**src/cbu_regs.vh**
```
// Constants of the conditional branch unit
`ifndef CBU_REGS_VH
`define CBU_REGS_VH
// ----------------------------------------
// Branch selector encodings
// ----------------------------------------
`define CBU_SEL_W            4
`define CBU_SEL_LOWER        4'h0
`define CBU_SEL_SAME_HIGHER  4'h1
`define CBU_SEL_NEGATIVE     4'h2
`define CBU_SEL_POSITIVE     4'h3
`define CBU_SEL_SIGNED_GE    4'h4
`define CBU_SEL_SIGNED_LT    4'h5
`define CBU_SEL_HALF_SET     4'h6
`define CBU_SEL_HALF_CLEAR   4'h7
`define CBU_SEL_BIT_SET      4'h8
// ----------------------------------------
// Status flag positions
// ----------------------------------------
`define CBU_FLAG_C           0
`define CBU_FLAG_N           2
`define CBU_FLAG_V           3
`define CBU_FLAG_H           5
`define CBU_FLAG_T           6
`define CBU_SREG_W           8
// ----------------------------------------
// Widths and timing
// ----------------------------------------
`define CBU_PC_W             16
`define CBU_OFS_W            7
`define CBU_PC_RESET         16'h0000
`define CBU_TAKEN_CYCLES     2'h2
`endif

```
**src/cbu_cond.v**
```verilog
// Condition evaluator for the conditional branch unit
`timescale 1ns/1ps
`include "cbu_regs.vh"
module cbu_cond (
    input  wire [`CBU_SEL_W-1:0]  sel,
    input  wire [`CBU_SREG_W-1:0] sreg,
    output reg                    cond
);
    wire c = sreg[`CBU_FLAG_C];
    wire n = sreg[`CBU_FLAG_N];
    wire v = sreg[`CBU_FLAG_V];
    wire h = sreg[`CBU_FLAG_H];
    wire t = sreg[`CBU_FLAG_T];
    // Select the flag test for each branch kind
    always @* begin
        case (sel)
            `CBU_SEL_LOWER:       cond = c;
            `CBU_SEL_SAME_HIGHER: cond = ~c;
            `CBU_SEL_NEGATIVE:    cond = n;
            `CBU_SEL_POSITIVE:    cond = ~n;
            `CBU_SEL_SIGNED_GE:   cond = ~(n ^ v);
            `CBU_SEL_SIGNED_LT:   cond = n ^ v;
            `CBU_SEL_HALF_SET:    cond = h;
            `CBU_SEL_HALF_CLEAR:  cond = ~h;
            `CBU_SEL_BIT_SET:     cond = t;
            default:              cond = 1'b0;
        endcase
    end
endmodule

```
**src/cbu_branch_unit.v**
```verilog
// Conditional relative branch unit of the 8-bit core
`timescale 1ns/1ps
`include "cbu_regs.vh"
// Operation
// - branch_if_lower jumps to pc+offset+1 when carry is one
// - same-or-higher branch jumps when carry is zero
// - branch_if_negative jumps when negative flag is one
// - branch_if_positive jumps when negative flag is zero
// - branch_if_signed_ge jumps when negative xor overflow is zero
// - branch_if_signed_lt jumps when negative xor overflow is one
// - branch_if_half_carry_set jumps when half-carry is one
// - branch_if_half_carry_clear jumps when half-carry is zero
// - branch_if_bit_flag_set jumps when bit-transfer flag is set
// - every branch completes in one or two cycles
// - no status flag is changed by any branch
module cbu_branch_unit #(
    parameter PC_W  = `CBU_PC_W,
    parameter OFS_W = `CBU_OFS_W
) (
    input  wire                    sys_clk,
    input  wire                    rst_b,
    input  wire                    exec_valid,
    input  wire [`CBU_SEL_W-1:0]   branch_sel,
    input  wire [OFS_W-1:0]        offset,
    input  wire [PC_W-1:0]         pc_in,
    input  wire [`CBU_SREG_W-1:0]  sreg_in,
    output reg                     pc_load,
    output reg  [PC_W-1:0]         pc_target,
    output reg                     busy,
    output reg                     done,
    output reg                     taken,
    output reg  [`CBU_SREG_W-1:0]  sreg_out
);
    // ----------------------------------------
    // Sequencer states and timing
    // ----------------------------------------
    // Idle waits for an issue; jump is the second cycle of a taken branch
    localparam ST_IDLE = 1'b0;
    localparam ST_JUMP = 1'b1;

    // Width of the cycle counter of a taken branch
    localparam CNT_W   = 2;

    // Counter values; a taken branch ends two cycles after its issue
    localparam [CNT_W-1:0] CNT_LAST = `CBU_TAKEN_CYCLES - 2'h1;
    localparam [CNT_W-1:0] CNT_ONE  = 2'h1;
    localparam [CNT_W-1:0] CNT_ZERO = 2'h0;

    // ----------------------------------------
    // Declarations
    // ----------------------------------------
    // Sequencer registers
    reg                 state;          // Idle or second cycle
    reg  [CNT_W-1:0]    cyc_cnt;        // Cycles spent in a taken branch

    // Next values of the sequencer and the pulses
    reg                 next_state;
    reg  [CNT_W-1:0]    next_cyc_cnt;
    reg                 next_pc_load;
    reg                 next_busy;
    reg                 next_done;
    reg                 next_taken;

    // Branch kind selects
    wire                sel_lower;
    wire                sel_same_high;
    wire                sel_negative;
    wire                sel_positive;
    wire                sel_signed_ge;
    wire                sel_signed_lt;
    wire                sel_half_set;
    wire                sel_half_clear;
    wire                sel_bit_set;

    // Condition and issue qualifiers
    wire                cond;           // Flag test of the selected kind
    wire                sel_known;      // Selector names a branch kind
    wire                issue;          // Branch accepted this cycle
    wire                issue_taken;    // Accepted and condition holds
    wire                issue_untaken;  // Accepted and condition fails
    wire                cnt_last;       // Final cycle of a taken branch

    // Address arithmetic
    wire [PC_W-1:0]     ofs_ext;        // Offset widened with its sign
    wire [PC_W-1:0]     pc_plus_one;    // Address after the branch
    wire [PC_W-1:0]     next_target;    // Jump destination

    // ----------------------------------------
    // Branch kind decode
    // ----------------------------------------
    // Carry tests
    assign sel_lower      = (branch_sel == `CBU_SEL_LOWER);
    assign sel_same_high  = (branch_sel == `CBU_SEL_SAME_HIGHER);
    // Sign tests
    assign sel_negative   = (branch_sel == `CBU_SEL_NEGATIVE);
    assign sel_positive   = (branch_sel == `CBU_SEL_POSITIVE);
    // Signed comparison tests
    assign sel_signed_ge  = (branch_sel == `CBU_SEL_SIGNED_GE);
    assign sel_signed_lt  = (branch_sel == `CBU_SEL_SIGNED_LT);
    // Half-carry tests
    assign sel_half_set   = (branch_sel == `CBU_SEL_HALF_SET);
    assign sel_half_clear = (branch_sel == `CBU_SEL_HALF_CLEAR);
    // Bit-transfer test
    assign sel_bit_set    = (branch_sel == `CBU_SEL_BIT_SET);

    // Any recognised kind may be taken; other codes never jump
    assign sel_known = sel_lower    | sel_same_high  | sel_negative  |
                       sel_positive | sel_signed_ge  | sel_signed_lt |
                       sel_half_set | sel_half_clear | sel_bit_set;

    // ----------------------------------------
    // Condition evaluator
    // ----------------------------------------
    // Flag test for the selected kind; status flags are only read
    cbu_cond u_cond (
        .sel  (branch_sel),
        .sreg (sreg_in),
        .cond (cond)
    );

    // ----------------------------------------
    // Target address
    // ----------------------------------------
    // Sign-extend the offset to the program counter width
    assign ofs_ext     = {{(PC_W-OFS_W){offset[OFS_W-1]}}, offset};

    // Address of the instruction after the branch
    assign pc_plus_one = pc_in + {{(PC_W-1){1'b0}}, 1'b1};

    // Destination wraps at the program counter width
    assign next_target = pc_plus_one + ofs_ext;

    // ----------------------------------------
    // Issue qualification
    // ----------------------------------------
    // A branch offered during the second cycle of a taken one is ignored
    assign issue         = exec_valid & (state == ST_IDLE);

    // Taken only when the flag test holds for a known kind
    assign issue_taken   = issue & cond & sel_known;
    assign issue_untaken = issue & ~issue_taken;

    // Last cycle of a taken branch reached
    assign cnt_last      = (cyc_cnt == CNT_LAST);

    // ----------------------------------------
    // Next-state logic
    // ----------------------------------------
    // Pulses default low; busy holds unless the state moves
    always @* begin
        next_state   = state;
        next_cyc_cnt = cyc_cnt;
        next_pc_load = 1'b0;
        next_busy    = busy;
        next_done    = 1'b0;
        next_taken   = 1'b0;
        case (state)
            ST_IDLE: begin
                next_cyc_cnt = CNT_ZERO;
                if (issue_taken) begin
                    // Condition holds: add a second cycle
                    next_state   = ST_JUMP;
                    next_cyc_cnt = CNT_ONE;
                    next_busy    = 1'b1;
                end else if (issue_untaken) begin
                    // Condition fails: done pulses in the cycle after the issue
                    next_done    = 1'b1;
                end
            end
            ST_JUMP: begin
                // Count the cycles of the taken branch
                next_cyc_cnt = cyc_cnt + CNT_ONE;
                if (cnt_last) begin
                    // Last cycle: load the program counter and finish
                    next_state   = ST_IDLE;
                    next_cyc_cnt = CNT_ZERO;
                    next_busy    = 1'b0;
                    next_pc_load = 1'b1;
                    next_done    = 1'b1;
                    next_taken   = 1'b1;
                end
            end
            default: begin
                // Unused code: return to idle with nothing pending
                next_state   = ST_IDLE;
                next_cyc_cnt = CNT_ZERO;
                next_busy    = 1'b0;
            end
        endcase
    end

    // ----------------------------------------
    // Target register
    // ----------------------------------------
    // Holds the last jump destination until the next taken branch
    always @(posedge sys_clk) begin
        if (!rst_b) begin
            pc_target <= `CBU_PC_RESET;
        end else if (issue_taken) begin
            pc_target <= next_target;
        end
    end

    // ----------------------------------------
    // Status flag path
    // ----------------------------------------
    // Flags are passed on one cycle later and never altered by a branch
    always @(posedge sys_clk) begin
        if (!rst_b) begin
            sreg_out <= {`CBU_SREG_W{1'b0}};
        end else begin
            sreg_out <= sreg_in;
        end
    end

    // ----------------------------------------
    // Output registers
    // ----------------------------------------
    // Synchronous reset clears the sequencer and every pulse
    always @(posedge sys_clk) begin
        if (!rst_b) begin
            state   <= ST_IDLE;
            cyc_cnt <= CNT_ZERO;
            pc_load <= 1'b0;
            busy    <= 1'b0;
            done    <= 1'b0;
            taken   <= 1'b0;
        end else begin
            state   <= next_state;
            cyc_cnt <= next_cyc_cnt;
            pc_load <= next_pc_load;
            busy    <= next_busy;
            done    <= next_done;
            taken   <= next_taken;
        end
    end
endmodule

```
**config.mk**
```make
export PLATFORM = sky130hd
export DESIGN_NAME = cbu_branch_unit
export DESIGN_NICKNAME = d
export VERILOG_FILES = /design/src/cbu_cond.v /design/src/cbu_branch_unit.v
export VERILOG_INCLUDE_DIRS = /design/src
export SDC_FILE = /design/constraint.sdc
export NUM_CORES = 1
export LEC_CHECK = 0
export ABC_AREA = 1
export BUFFER_PORTS_ARGS = -buffer_cell sky130_fd_sc_hd__buf_4
export CORE_ASPECT_RATIO = 1.75
export CORE_MARGIN = 10
export CORE_UTILIZATION = 30
export CTS_CLUSTER_DIAMETER = 200
export DETAILED_ROUTE_END_ITERATION = 10
export GPL_TIMING_DRIVEN = 0
export HOLD_SLACK_MARGIN = 0.15
export PLACE_DENSITY = 0.52
export SETUP_SLACK_MARGIN = 0.4
export SKIP_LAST_GASP = 1
export SLEW_MARGIN = 20
export SYNTH_ARGS = -nofsm -noshare
export SYNTH_HDL_FRONTEND = slang
export SYNTH_SLANG_ARGS = --single-unit
export TNS_END_PERCENT = 30
```
**constraint.sdc**
```tcl
create_clock -name sys_clk -period 1.8 [get_ports sys_clk]
set_input_delay 0.09 -clock sys_clk [delete_from_list [all_inputs] [get_ports sys_clk]]
set_output_delay 0.09 -clock sys_clk [all_outputs]
set_load 0.02 [all_outputs]
```
[Yosys cells after proc, flatten, opt, wreduce, memory -nomap -nowiden]
Index checks and enable logic that the tools add are counted.
Operators by class
  add/sub/neg operators: 3
  equality and inequality tests: 11
  muxes and demuxes: 14
  bitwise operators: 19
  reduce and logical (&&, ||, !) cells: 3
Operator list (number)
  16-bit by 1-bit adder with 16-bit output, second input constant: 1
  16-bit adder: 1
  4-bit by 3-bit == test with 1-bit output, second input constant: 4
  1-bit one-hot mux with 9 select lines: 1
  4-bit by 2-bit == test with 1-bit output, second input constant: 2
  1-bit 2-to-1 mux: 8
  1-bit bitwise OR: 8
  1-bit inverter: 6
  1-bit one-hot mux with 2 select lines: 3
  1-bit bitwise AND: 4
  4-bit by 1-bit == test with 1-bit output, second input constant: 1
  4-bit == test, second input constant: 1
  4-bit zero test: 1
  2-bit one-hot mux with 2 select lines: 1
  2-bit AND reduction: 2
  2-bit by 1-bit adder with 2-bit output, second input constant: 1
  2-bit by 1-bit == test with 1-bit output, second input constant: 1
  2-bit 2-to-1 mux: 1
  2-bit by 1-bit inequality test with 1-bit output, second input constant: 1
  2-bit inequality test, second input constant: 1
  1-bit bitwise XOR: 1
Storage, ports and cells
  flip-flop bits (word level): 30
  bits of input ports: 38
  output and inout port bits: 28
  logic and storage cells: 57

[Depth between registers and ports, before layout]
  word-level depth: 15
  gate-level depth with buffers: 14
  mapped depth without buffers: 14

[Hierarchy]
A second synthesis with hierarchy kept.
Unflattened totals
  cell total of the unflattened synthesis: 342
  area, all modules: 2123.3 µm²
By module, submodules not included
  cbu_branch_unit: instances 1, cells each 312, area each 2001.9 µm², sequential area each 600.6 µm²
  cbu_cond: instances 1, cells each 30, area each 121.4 µm², sequential area each 0.0 µm²

[Worst setup path before layout]
No wires, ideal clock.
  path type: input to register
  from: input port offset[0]
  to: register pc_target[10]
  library setup time: 0.111 ns
  arrival: 1.281 ns
  required time: 1.689 ns
  setup slack: 0.407 ns
  cell stages on the path: 14
  path buffers: 0
  cells stage by stage: inv_1 ha_1 inv_1 fa_1 nand2_1 nand2_1 nand3b_1 nand2_1 nand2_1 nand2_1 nand2_1 nand2_1 nor2_1 nor2_1
Between the ends
  longest elaborated chain between the ends: 1
RTL lines
  start: declaration: RTL line cbu_branch_unit.v:24  | input wire [OFS_W-1:0] offset,
  16-bit adder: RTL line cbu_branch_unit.v:131  | assign next_target = pc_plus_one + ofs_ext;
  end signal: assignment: RTL line cbu_branch_unit.v:198  | pc_target <= `CBU_PC_RESET;
  end signal: assignment: RTL line cbu_branch_unit.v:200  | pc_target <= next_target;
  end: declaration: RTL line cbu_branch_unit.v:28  | output reg [PC_W-1:0] pc_target,
No other way between the ends.
A chain may end at the register's enable or synchronous reset.

[Final worst setup path]
  from: input port offset[0]
  to: register pc_target[14]
Same word-level chain as after synthesis.

==> results.yml <==
die:
  rows: 41
  die_h_um: 132
  die_area_um2: 11200
  start_util: 0.304
  fp.dieW_um: 84.2
  io_pins: 66
  core_um2: 7130
drt:
  avgRoutedWirePerCell_um: 11.7
  drt_wl_total_um: 6180
  via_count: 2295
  dr.pass1.iters: 4
  drc: 0
  ant_nets: 0
  first_iter_violations: 52
  vias_per_cell: 4.35
worst_setup_path:
  r2r_start: "state"
  critPathLaunch: "offset[0]"
  worstPathMaxFanout: 3
  reg2reg_to: "pc_target[14]"
  worstPathRequired_ns: 1.97
  regToRegSetupSlack_ns: 0.51
  r2r_cells: 8
  cp-end-kind: "register"
  start_kind: "input port"
  cp_data_arrival_time_ns: 1.47
  path_class: "in -> reg"
sta:
  tns_ns: 0
  min_period_over_period: 0.720
  maxSlewViolCount: 0
  hold_violations: 0
  grt_setup_unrepaired: "true"
  timing.slew.headroom: 0.671
  max_freq_mhz: 772
  min_period_ns: 1.30
  worst_slew_pin_slew_ns: 0.494
  skew_ns: 0.00295
  setup_viol: 0
synthesis:
  async_flop_share: 0
  synthDistinctLibCells: 27
  syn-cell-area_um2: 2170
  ys_seq_area_frac: 0.277
  synth_edf_count: 0
  ys_ff_latch: 30
  netlist_instances: 355
  syn_avg_cell_area_um2: 6.10
  syn_nets: 410
  ys_warn_count: 0
  synth_flop_cell: "dfxtp_1"
place:
  place.port_buffers: 65
  dp_cells: 506
  hpwl_um: 5060
  routabilityCongestion: 0.836
final_layout:
  drive_gt1_frac: 0.256
  layout_common_cells: "nand2_1, inv_1, buf_4, dfxtp_1, nor2_1"
  final_nets: 495
  num_antenna_cells: 0
  final_cells: 527
  syn_to_final_growth_pct: 44.1
  layout_commonest_cell: "nand2_1"
clock_tree:
  clock_path_buffers: 2
  tritoncts: "done"
  numCtsBuffers: 5
  path_clk_slew_ns: 0.05
  cts-htree-levels: 2
  clock_latency_ns: 0.27
  root_buffer: "clkbuf_16"
  clock-sinks: 30
power:
  power_frac_clock: 0.371
  intPower_uw: 1540
  pwr-share-comb: 0.301
  power_leakage_uw: 0.00181
  netSwitchingFraction: 0.305
  power_density_nw_per_um2: 709
  ir_drop_uv: 356
  switching_power_uw: 675
  pwr-share-seq: 0.328
hold_path:
  min_path_type: "in -> reg"
  hold_start: "sreg_in[6]"
  min_to: "sreg_out[6]"
  hold_depth: 4
global_routing:
  grt_usage: 0.108
  grt_pass1_wl_um: 10100
  overflow: 0
  grt_pass1_vias: 2296
  grt_max_degree: 11
  antenna_found_initial: 0
run:
  max_cap_violations: 0
status:
  status: "finished clean"
## stage by stage
| step | hold slack [ns] | setup WS [ns] | total power [uW] | utilization | cell area, um^2 |
|---|---|---|---|---|---|
| final | 0.190 | 0.504 | 2210 | 0.438 | 3120 |
| after floorplan | 0.183 | 0.407 | 1140 | - | 2170 |
| after CTS | 0.191 | 0.422 | 2210 | 0.420 | 3000 |
| after global routing | 0.207 | 0.397 | 2360 | 0.438 | 3120 |
| after global placement | 0.277 | 0.0914 | 1350 | 0.387 | 2760 |
| after detailed placement | 0.281 | 0.0759 | 1360 | 0.387 | 2760 |
## how the worst max path moves through the flow
| stage | slack, ns | depth (start not counted) | to |
|---|---|---|---|
| floorplan | 0.41 | 14 | pc_target[10] |
| global placement | 0.09 | 15 | pc_target[14] |
| detailed placement | 0.08 | 15 | pc_target[14] |
| CTS | 0.42 | 12 | pc_target[12] |
| global route | 0.40 | 13 | pc_target[12] |
| finish | 0.50 | 15 | pc_target[14] |
## timing repair
action                                  in CTS  in global routing
resized for setup                            2                 29
pin swaps                                    0                 17
setup buffers                                0                  3
hold buffers                                 8                  0
endpoints found under the hold margin        8                  0
cloned                                       0                  2
endpoints found under the setup margin       2                 17
## critical path: stages
cell and delay (ns):
buf_6 0.09, inv_2 0.05, ha_4 0.13, inv_4 0.03
fa_2 0.36, nand2_2 0.09, nand2_2 0.05, nand3b_1 0.10
nand2_2 0.11, nand2_2 0.08, nand2_1 0.05, nand2_1 0.06
nand3_1 0.06, nand2_1 0.07, inv_1 0.03
## Yosys cell counts (2+ instances only)
cell | instances | area, um^2
nand2_1 | 137 | 514
inv_1 | 74 | 278
dfxtp_1 | 30 | 601
nor2_1 | 24 | 90.1
a21oi_1 | 20 | 100
nand3_1 | 17 | 85.1
ha_1 | 16 | 200
nand2_2 | 5 | 31.3
xor2_1 | 5 | 43.8
nand4_1 | 4 | 25.0
buf_6 | 3 | 33.8
xnor2_1 | 3 | 26.3
inv_2 | 2 | 7.51
nor3_1 | 2 | 10.0
## cells by family (layout without fill, tap and decap cells)
logic type               Yosys count  in the layout  synth area share
AO/OA/AOI/OAI                     23             23            0.0595
XOR/XNOR                           8              8            0.0323
flip-flops                        30             30             0.277
buffers and inverters             82            167             0.155
adder cells (fa/ha/maj)           17             17             0.102
AND/OR/NAND/NOR                  195            196             0.375
## flip-flops by register name (all words and copies together) (netlist names)
name       flops
cyc_cnt        2
done           1
busy           1
taken          1
state          1
pc_target     16
sreg_out       8
## routing by layer
layer  routed length (um)  track usage  up-vias  share of wire
li1                     -            -     1237              -
met1                 2170       0.0962      997           0.35
met2                 3550        0.217       51           0.57
met3                  286       0.0246       10          0.046
met4                  171       0.0495        0          0.028
met5                    0            0        -              0
## power by group through the flow
| stage | registers, uW | logic, uW | clock network, uW |
|---|---|---|---|
| 6_report | 726 | 666 | 822 |
| 3_3_place_gp | 739 | 613 | 0 |
| 5_1_grt | 729 | 758 | 873 |
| 2_1_floorplan | 779 | 356 | 0 |
| 4_1_cts | 726 | 634 | 847 |
| 3_5_place_dp | 739 | 616 | 0 |
## cell type report
| class | count | area [um^2] |
|---|---|---|
| multi-input combinational | 244 | 1310 |
| tap | 86 | 108 |
| timing repair buffer | 77 | 612 |
| clock inverter | 1 | 5.00 |
| buffer | 6 | 53.8 |
| sequential | 30 | 602 |
| clock buffer | 7 | 143 |
| fill | 784 | 4010 |
| inverter | 76 | 290 |
(Power assumes the default switching activity.)
